==> config.mk <==
export PLATFORM = sky130hd
export DESIGN_NAME = ftf_top
export DESIGN_NICKNAME = d
export VERILOG_FILES = /design/src/verilog/ftf_pkg.sv /design/src/verilog/ftf_flag_if.sv /design/src/verilog/ftf_field_flag.sv /design/src/verilog/ftf_top.sv
export SDC_FILE = /design/constraint.sdc
export NUM_CORES = 1
export LEC_CHECK = 0
export BUFFER_PORTS_ARGS = -buffer_cell sky130_fd_sc_hd__clkbuf_2
export CAP_MARGIN = 25
export CORE_MARGIN = 5
export CORE_UTILIZATION = 52
export CTS_BUF_LIST = sky130_fd_sc_hd__clkbuf_16
export DETAILED_ROUTE_END_ITERATION = 12
export PLACE_DENSITY = 0.77
export SYNTH_ARGS = -nofsm -noshare
export SYNTH_HDL_FRONTEND = slang
export SYNTH_SLANG_ARGS = --single-unit
==> constraint.sdc <==
create_clock -name clk_i -period 2.9 [get_ports clk_i]
set_input_delay 0.145 -clock clk_i [delete_from_list [all_inputs] [get_ports clk_i]]
set_output_delay 0.145 -clock clk_i [all_outputs]
set_load 0.005 [all_outputs]
==> src/verilog/ftf_pkg.sv <==
// ****************************************
// Shared constants and types
// ****************************************
package ftf_pkg;

	// ****************************************
	// Serial frame layout
	// ****************************************
	localparam logic [2:0] FTF_CMD_READ = 3'h2; // Read command code
	localparam logic [2:0] FTF_CMD_WRITE = 3'h4; // Write command code
	localparam logic [3:0] FTF_FRAME_LAST = 4'hf; // Index of last bit in a frame
	localparam int FTF_CMD_MSB = 15; // Command field top bit
	localparam int FTF_ADDR_MSB = 12; // Address field top bit

	// ****************************************
	// Register addresses
	// ****************************************
	localparam logic [4:0] FTF_ADDR_TRIM = 5'h02; // Bias trim amount
	localparam logic [4:0] FTF_ADDR_EN = 5'h03; // Per-axis trim enables
	localparam logic [4:0] FTF_ADDR_THR = 5'h06; // field_threshold_config
	localparam logic [4:0] FTF_ADDR_STAT = 5'h1b; // field_alarm_status

	// ****************************************
	// Field positions
	// ****************************************
	localparam int FTF_EN_X_BIT = 0; // X trim enable
	localparam int FTF_EN_Y_BIT = 1; // Y trim enable
	localparam int FTF_THR_LOW_LSB = 5; // Low code, bits 7:5
	localparam int FTF_THR_HIGH_LSB = 2; // High code, bits 4:2
	localparam int FTF_STAT_HIGH_BIT = 7; // High-field flag
	localparam int FTF_STAT_LOW_BIT = 6; // Low-field flag
	localparam int FTF_STAT_P1_BIT = 3; // Partial low indication one
	localparam int FTF_STAT_P2_BIT = 2; // Partial low indication two

	// ****************************************
	// Values after reset
	// ****************************************
	localparam logic [7:0] FTF_RST_TRIM = 8'h00; // No bias reduction
	localparam logic [1:0] FTF_RST_EN = 2'h0; // Both axes untrimmed
	localparam logic [2:0] FTF_RST_LOW_CODE = 3'h0; // Lowest low threshold
	localparam logic [2:0] FTF_RST_HIGH_CODE = 3'h7; // Highest high threshold

	// ****************************************
	// Field thresholds in mT
	// ****************************************
	localparam logic [7:0] FTF_HYST_MT = 8'h06; // Rise minus fall point
	localparam logic [7:0] FTF_RISE_MT [8] = '{8'h1a, 8'h29, 8'h38, 8'h46,
		8'h54, 8'h62, 8'h70, 8'h7e}; // Rising switch points per code

	// Serial engine states
	typedef enum logic [1:0] {FTF_IDLE, FTF_SHIFT, FTF_DONE} ftf_spi_state_t;

	// Rising switch point of a code
	function automatic logic [7:0] ftf_rise_mt(input logic [2:0] code);
		ftf_rise_mt = FTF_RISE_MT[code];
	endfunction

	// Falling switch point sits one hysteresis below
	function automatic logic [7:0] ftf_fall_mt(input logic [2:0] code);
		ftf_fall_mt = FTF_RISE_MT[code] - FTF_HYST_MT;
	endfunction

endpackage

==> src/verilog/ftf_flag_if.sv <==
`timescale 1ns/10ps
// ****************************************
// Comparator carrier
// ****************************************
interface ftf_flag_if;
	logic [7:0] field; // Field magnitude in mT
	logic [2:0] code; // Threshold code
	logic flag; // Hysteretic flag
	modport ctrl (output field, output code, input flag);
	modport cmp (input field, input code, output flag);
endinterface

==> src/verilog/ftf_field_flag.sv <==
`timescale 1ns/10ps
// ****************************************
// One hysteretic field comparator
// ****************************************
module ftf_field_flag
	import ftf_pkg::*;
#(
	parameter bit HIGH_SIDE = 1'b1 // 1: flag above, 0: flag below
) (
	input wire logic clk_i,
	input wire logic sys_rst_i,
	ftf_flag_if.cmp fl
);

	typedef struct packed {
		logic flag; // Current flag level
	} ftf_cmp_state_t;

	ftf_cmp_state_t st; // Registered state
	ftf_cmp_state_t next_st; // Next state
	logic [7:0] rise; // Rising switch point
	logic [7:0] fall; // Falling switch point

	// Switch points follow the code at once, no ordering check
	always_comb begin
		rise = ftf_rise_mt(fl.code);
		fall = ftf_fall_mt(fl.code);
		next_st = st;
		if (HIGH_SIDE) begin
			// Set above rising point, clear below falling point
			if (!st.flag && fl.field > rise) begin
				next_st.flag = 1'b1;
			end else if (st.flag && fl.field < fall) begin
				next_st.flag = 1'b0;
			end
		end else begin
			// Set below falling point, clear above rising point
			if (!st.flag && fl.field < fall) begin
				next_st.flag = 1'b1;
			end else if (st.flag && fl.field > rise) begin
				next_st.flag = 1'b0;
			end
		end
	end

	// State register, flags start cleared
	always_ff @(posedge clk_i) begin
		if (sys_rst_i) begin
			st <= '0;
		end else begin
			st <= next_st;
		end
	end

	assign fl.flag = st.flag;

endmodule

==> src/verilog/ftf_top.sv <==
`timescale 1ns/10ps
// ****************************************
// Field trim and threshold flags
// ****************************************

module ftf_top
	import ftf_pkg::*;
(
	input wire logic clk_i,
	input wire logic sys_rst_i,
	input wire logic spi_cs_n_i,
	input wire logic spi_sclk_i,
	input wire logic spi_mosi_i,
	output logic spi_miso_o,
	output logic spi_miso_oe_o,
	input wire logic [7:0] field_mt_i,
	input wire logic [13:0] angle_i,
	output logic [13:0] angle_o,
	output logic field_low_flag_o,
	output logic field_high_flag_o,
	output logic [7:0] bias_trim_amount_o,
	output logic trim_x_enable_o,
	output logic trim_y_enable_o,
	output logic [7:0] trim_x_reduction_o,
	output logic [7:0] trim_y_reduction_o
);

	// ****************************************
	// State
	// ****************************************
	typedef struct packed {
		ftf_spi_state_t spi_state; // Serial engine phase
		logic sclk_q; // Serial clock of last cycle
		logic [3:0] bit_cnt; // Bits taken in this frame
		logic [15:0] rx_sh; // Incoming frame
		logic [15:0] tx_sh; // Outgoing frame
		logic [7:0] resp; // Byte owed to next frame
		logic [7:0] trim_amt; // Bias trim amount
		logic [1:0] trim_en; // Y and X trim enables
		logic [2:0] low_code; // Low threshold code
		logic [2:0] high_code; // High threshold code
		logic [13:0] angle; // Angle passed through
		logic low_d; // Low flag one cycle back
		logic [7:0] trim_x; // X reduction to analog side
		logic [7:0] trim_y; // Y reduction to analog side
	} ftf_state_t;

	ftf_state_t st; // Registered state
	ftf_state_t next_st; // Next state
	logic [1:0] flags; // Bit 1 high flag, bit 0 low flag
	logic sclk_rise; // Serial clock rose
	logic sclk_fall; // Serial clock fell
	logic [15:0] frame; // Completed frame
	logic [2:0] cmd; // Frame command
	logic [4:0] addr; // Frame address
	logic [7:0] wval; // Frame value

	// ****************************************
	// Register read decode
	// ****************************************
	// Readable view of any address; unmapped addresses read zero
	function automatic logic [7:0] read_reg(input logic [4:0] a, input ftf_state_t s,
		input logic [1:0] f);
		logic [7:0] r;
		r = 8'h00;
		case (a)
			FTF_ADDR_TRIM: begin
				r = s.trim_amt;
			end
			FTF_ADDR_EN: begin
				r[FTF_EN_X_BIT] = s.trim_en[FTF_EN_X_BIT];
				r[FTF_EN_Y_BIT] = s.trim_en[FTF_EN_Y_BIT];
			end
			FTF_ADDR_THR: begin
				r[FTF_THR_LOW_LSB +: 3] = s.low_code;
				r[FTF_THR_HIGH_LSB +: 3] = s.high_code;
			end
			FTF_ADDR_STAT: begin
				r[FTF_STAT_HIGH_BIT] = f[1];
				r[FTF_STAT_LOW_BIT] = f[0];
				// Partial indications: both are not low now, since the caller passes next_st whose low_d is the current low flag
				r[FTF_STAT_P1_BIT] = ~f[0];
				r[FTF_STAT_P2_BIT] = ~s.low_d;
			end
			default: begin
				r = 8'h00;
			end
		endcase
		read_reg = r;
	endfunction

	// ****************************************
	// Field comparators
	// ****************************************
	// Two comparators, low side (g 0) and high side (g 1), each with its own code
	for (genvar g = 0; g < 2; g++) begin : gen_cmp
		ftf_flag_if fl ();
		assign fl.field = field_mt_i;
		// Codes feed freely; low above high is allowed
		assign fl.code = (g == 1) ? st.high_code : st.low_code;
		assign flags[g] = fl.flag;
		ftf_field_flag #(
			.HIGH_SIDE(g == 1)
		) u_cmp (
			.clk_i(clk_i),
			.sys_rst_i(sys_rst_i),
			.fl(fl)
		);
	end

	// ****************************************
	// Frame fields
	// ****************************************
	always_comb begin
		frame = {st.rx_sh[14:0], spi_mosi_i};
		cmd = frame[FTF_CMD_MSB -: 3];
		addr = frame[FTF_ADDR_MSB -: 5];
		wval = frame[7:0];
		sclk_rise = spi_sclk_i && !st.sclk_q;
		sclk_fall = !spi_sclk_i && st.sclk_q;
	end

	// ****************************************
	// Next state
	// ****************************************
	always_comb begin
		next_st = st;
		next_st.sclk_q = spi_sclk_i;
		// Angle passes unchanged, flags never touch it
		next_st.angle = angle_i;
		next_st.low_d = flags[0];
		// Reduction applied to each enabled axis by the same amount
		next_st.trim_x = st.trim_en[FTF_EN_X_BIT] ? st.trim_amt : 8'h00;
		next_st.trim_y = st.trim_en[FTF_EN_Y_BIT] ? st.trim_amt : 8'h00;
		if (spi_cs_n_i) begin
			// Deselected: preload answer so first bit is ready at select
			next_st.spi_state = FTF_IDLE;
			next_st.bit_cnt = 4'h0;
			next_st.tx_sh = {st.resp, 8'h00};
		end else begin
			case (st.spi_state)
				FTF_IDLE: begin
					next_st.spi_state = FTF_SHIFT;
				end
				FTF_SHIFT: begin
					// Data taken on rising edge, driven on falling edge
					if (sclk_rise) begin
						next_st.rx_sh = frame;
						next_st.bit_cnt = st.bit_cnt + 4'h1;
						if (st.bit_cnt == FTF_FRAME_LAST) begin
							next_st.spi_state = FTF_DONE;
							if (cmd == FTF_CMD_WRITE) begin
								// Writes land only in mapped fields
								case (addr)
									FTF_ADDR_TRIM: begin
										next_st.trim_amt = wval;
									end
									FTF_ADDR_EN: begin
										next_st.trim_en = wval[1:0];
									end
									FTF_ADDR_THR: begin
										next_st.low_code = wval[FTF_THR_LOW_LSB +: 3];
										next_st.high_code = wval[FTF_THR_HIGH_LSB +: 3];
									end
									default: begin
										next_st.trim_amt = st.trim_amt;
									end
								endcase
							end
							// Answer owed to next frame, reflecting any write
							if (cmd == FTF_CMD_READ || cmd == FTF_CMD_WRITE) begin
								next_st.resp = read_reg(addr, next_st, flags);
							end else begin
								next_st.resp = 8'h00;
							end
						end
					end else if (sclk_fall) begin
						next_st.tx_sh = {st.tx_sh[14:0], 1'b0};
					end
				end
				FTF_DONE: begin
					// Extra clocks ignored until deselect
					next_st.spi_state = FTF_DONE;
				end
				default: begin
					next_st.spi_state = FTF_IDLE;
				end
			endcase
		end
	end

	// ****************************************
	// State register
	// ****************************************
	// Reset gives zero trim so the raw error curve can be taken
	always_ff @(posedge clk_i) begin
		if (sys_rst_i) begin
			st <= '0;
			st.spi_state <= FTF_IDLE;
			st.sclk_q <= 1'b0;
			st.trim_amt <= FTF_RST_TRIM;
			st.trim_en <= FTF_RST_EN;
			st.low_code <= FTF_RST_LOW_CODE;
			st.high_code <= FTF_RST_HIGH_CODE;
		end else begin
			st <= next_st;
		end
	end

	// ****************************************
	// Outputs
	// ****************************************
	// Drive the data line only while selected
	assign spi_miso_oe_o = !spi_cs_n_i;
	assign spi_miso_o = st.tx_sh[15];
	assign angle_o = st.angle;
	assign field_low_flag_o = flags[0];
	assign field_high_flag_o = flags[1];
	assign bias_trim_amount_o = st.trim_amt;
	assign trim_x_enable_o = st.trim_en[FTF_EN_X_BIT];
	assign trim_y_enable_o = st.trim_en[FTF_EN_Y_BIT];
	assign trim_x_reduction_o = st.trim_x;
	assign trim_y_reduction_o = st.trim_y;

endmodule

==> run metrics <==
post-cts resize count=3; CP max stage delay=0.39 ns; number of CTS-inserted buffers=9; power per cell area=475 nW/um^2; commonest non-fill, non-tap cell in the layout=dfxtp_1; Sequential Area=1720 um^2; Synth cell types=55; CTS max path bufs=2; most frequent CP cell=ha_1; commonest cells after routing, fill and taps aside=85 x dfxtp_1, 70 x clkbuf_2, 55 x nor2_1; CTS H-Tree Depth=3; footprint of the multi-input gates=2530 um^2; reg-to-reg critical path startpoint=gen_cmp[1].fl.code[1]; status=completed; CTS tree=built; Starting Density=0.535; total track usage=0.186; sequential share of the synthesized area=0.369; Layout Utilization=0.596; global route total overflow=0; synth top area cells=dfxtp_1 37%, ha_1 11%, buf_4 6.1%, mux2i_1 5.6%, a21oi_1 5.3%; start point of the worst hold path=angle_i[6]; FF-to-FF setup slack=0.11 ns; Clk Latency, worst-skew pair=0.33 ns; Final Critical Period=2.79 ns; share of layout cells above drive strength 1=0.200; WP data required=3.12 ns; critical path arrival=3.02 ns; Syn Nets=610; routed vias=3777; post-route ant nets=0; Gate Count Post-Synth=542; Leakage=0.00230 uW; cell family with most CP delay=adder cells; Peak Freq=358 MHz; Min-Delay Path Depth=2; Synth Area per Inst=8.60 um^2; DRC=0; Die ar.=11000 um^2; Post-CTS Setup Inserts=0; Final HPWL DP=7480 um; first-pass GRT wire length=17100 um; Placed Cells incl. Taps=672; num ports=71; port buffer count=70; synthesized area=4660 um^2; hold_buf cts=0; asr flop ratio synth=0; clk sinks=86; Synth area leader=dfxtp_1; Worst path slowest cell=dfxtp_1; Routed wire per std cell=14.7 um; most common flop cell mapped by yosys=dfxtp_1; Worst-path clk slew=0.06 ns; first-pass iteration count of the detailed router=5; fin. max-slew vios=0; design area=5200 um^2; die width=105 um; initial DRC count=266; via/cell ratio=5.49; Layout Area Growth over Synthesis=11.5%; synth warn=0; final wirelength=10100 um; WP buf/inv=1; Startpoint Class=flip-flop; Tcrit/Tclk final=0.963; Final Non-Filler Cells=688; max cap viols=0; CP Capture Type=flip-flop; Die Y=105 um; Final Hold Fails=0; pin count of the biggest net entering global routing=61; RSZ-0062 raised after global routing=false; CP Cell Sequence=inv_1 > ha_1 > nand2b_1 > a21boi_2 > ha_1 > nor3b_2 > xnor2_1 > ha_1 > a2111oi_2 > o21ai_0 > and3_1; worst hold endpoint=angle_o[6]; CTS Root Cell=clkbuf_16; Hold Crit Class=input port to flip-flop; initial antenna violation count=0; Worst-Margin Slew=0.754 ns; reg2reg path depth=11; NumNets Final=643; layout filler cell count=744; vias in the first global route=3673; Crit Path Category=flip-flop to flip-flop; Cell Area, Placed=4860 um^2; worst vdd ir=284 uV; critical-path maximum fanout=5; clock skew=0.00859 ns; Yosys top cell area share=0.369; number of enable-type register cells in the synthesized netlist=0; ant diodes=0; # setup viols final=0; row count=34; core footprint=8720 um^2; slew margin rel.=0.493; register bit count reported by yosys=86; RePlAce Congestion=0.871; worst reg2reg endpoint=gen_cmp[1].u_cmp.fl.flag
[final cells by class]
type	count	share of cell area
Tap cell	108	0.0260
Clock buffer	9	0.0433
Timing Repair Buffer	82	0.0847
Clock inverter	7	0.0137
Inverter	19	0.0137
Sequential cell	86	0.331
Multi-Input combinational cell	377	0.487
[power by group]
| part | total (uW) | switching [uW] | internal [uW] |
|---|---|---|---|
| sequential | 1210 | 9.22 | 1200 |
| combinational | 135 | 76.6 | 58.4 |
| clock | 1130 | 458 | 668 |
| total | 2470 | 544 | 1920 |
[stage by stage]
step / total power, uW / hold WS, ns / setup TNS (ns) / worst slack [ns]
2_1_floorplan: 1320 / 0.273 / 0 / 0.129
6_report: 2470 / 0.0185 / 0 / 0.106
5_1_grt: 2560 / 0.0121 / 0 / 0.00464
3_5_place_dp: 1370 / 0.361 / -0.0563 / -0.0563
4_1_cts: 2490 / 0.0120 / 0 / 0.0185
3_3_place_gp: 1360 / 0.354 / 0 / 0.186
[registers in the layout, summed over array words and instances, names as in the netlist]
register / flops
addr: 5
angle_o: 14
trim_y_enable_o: 1
frame: 7
gen_cmp.u_cmp.fl.flag: 2
cmd: 3
st: 22
gen_cmp.fl.code: 6
bias_trim_amount_o: 8
trim_y_reduction_o: 8
trim_x_enable_o: 1
trim_x_reduction_o: 8
spi_miso_o: 1
[cell usage after synthesis, types with 6 or more instances]
master,count
dfxtp_1,86
inv_1,19
nand2_1,52
ha_1,41
and3_1,6
and2_1,17
nor2_1,55
buf_4,38
xnor2_1,7
o21ai_0,20
nor2b_1,21
clkbuf_1,17
a21oi_1,49
mux2i_1,26
nor3_1,7
[logic make-up after synthesis]
family | after synthesis | synth area share
xor gates and xnor gates | 12 | 0.0225
AOI/OAI and AO/OA | 107 | 0.140
and+or+nand+nor | 190 | 0.203
adders and majority gates | 41 | 0.110
buffers and inverters | 79 | 0.0977
DFF | 86 | 0.369
muxes | 27 | 0.0582
[layer usage]
metal	share of wire	wire length (um)	GRT usage	up-vias
li1	-	-	-	1886
met1	0.44	4420	0.238	1752
met2	0.48	4900	0.310	122
met3	0.060	609	0.0425	17
met4	0.019	189	0.0603	0
met5	0	0	0	-
[how the worst max path moves through the flow]
stage / slack, ns / to / depth (start not counted) / start
after detailed placement: -0.06 / gen_cmp[0].u_cmp.fl.flag / 11 / gen_cmp[0].fl.code[1]
after floorplan: 0.13 / gen_cmp[1].u_cmp.fl.flag / 12 / gen_cmp[1].fl.code[0]
after global placement: 0.19 / gen_cmp[1].u_cmp.fl.flag / 11 / gen_cmp[1].fl.code[1]
final: 0.11 / gen_cmp[1].u_cmp.fl.flag / 11 / gen_cmp[1].fl.code[1]
after global routing: 0.005 / gen_cmp[0].u_cmp.fl.flag / 11 / gen_cmp[0].fl.code[1]
after CTS: 0.02 / gen_cmp[1].u_cmp.fl.flag / 11 / gen_cmp[1].fl.code[1]
[worst reg2reg max path, stage by stage (launching register included)]
cell	delay [ns]
dfxtp_1	0.39
inv_1	0.13
ha_1	0.36
nand2b_1	0.14
a21boi_2	0.19
ha_1	0.19
nor3b_2	0.23
xnor2_1	0.14
ha_1	0.27
a2111oi_2	0.34
o21ai_0	0.13
and3_1	0.19
Power figures use the tool's default switching activity.
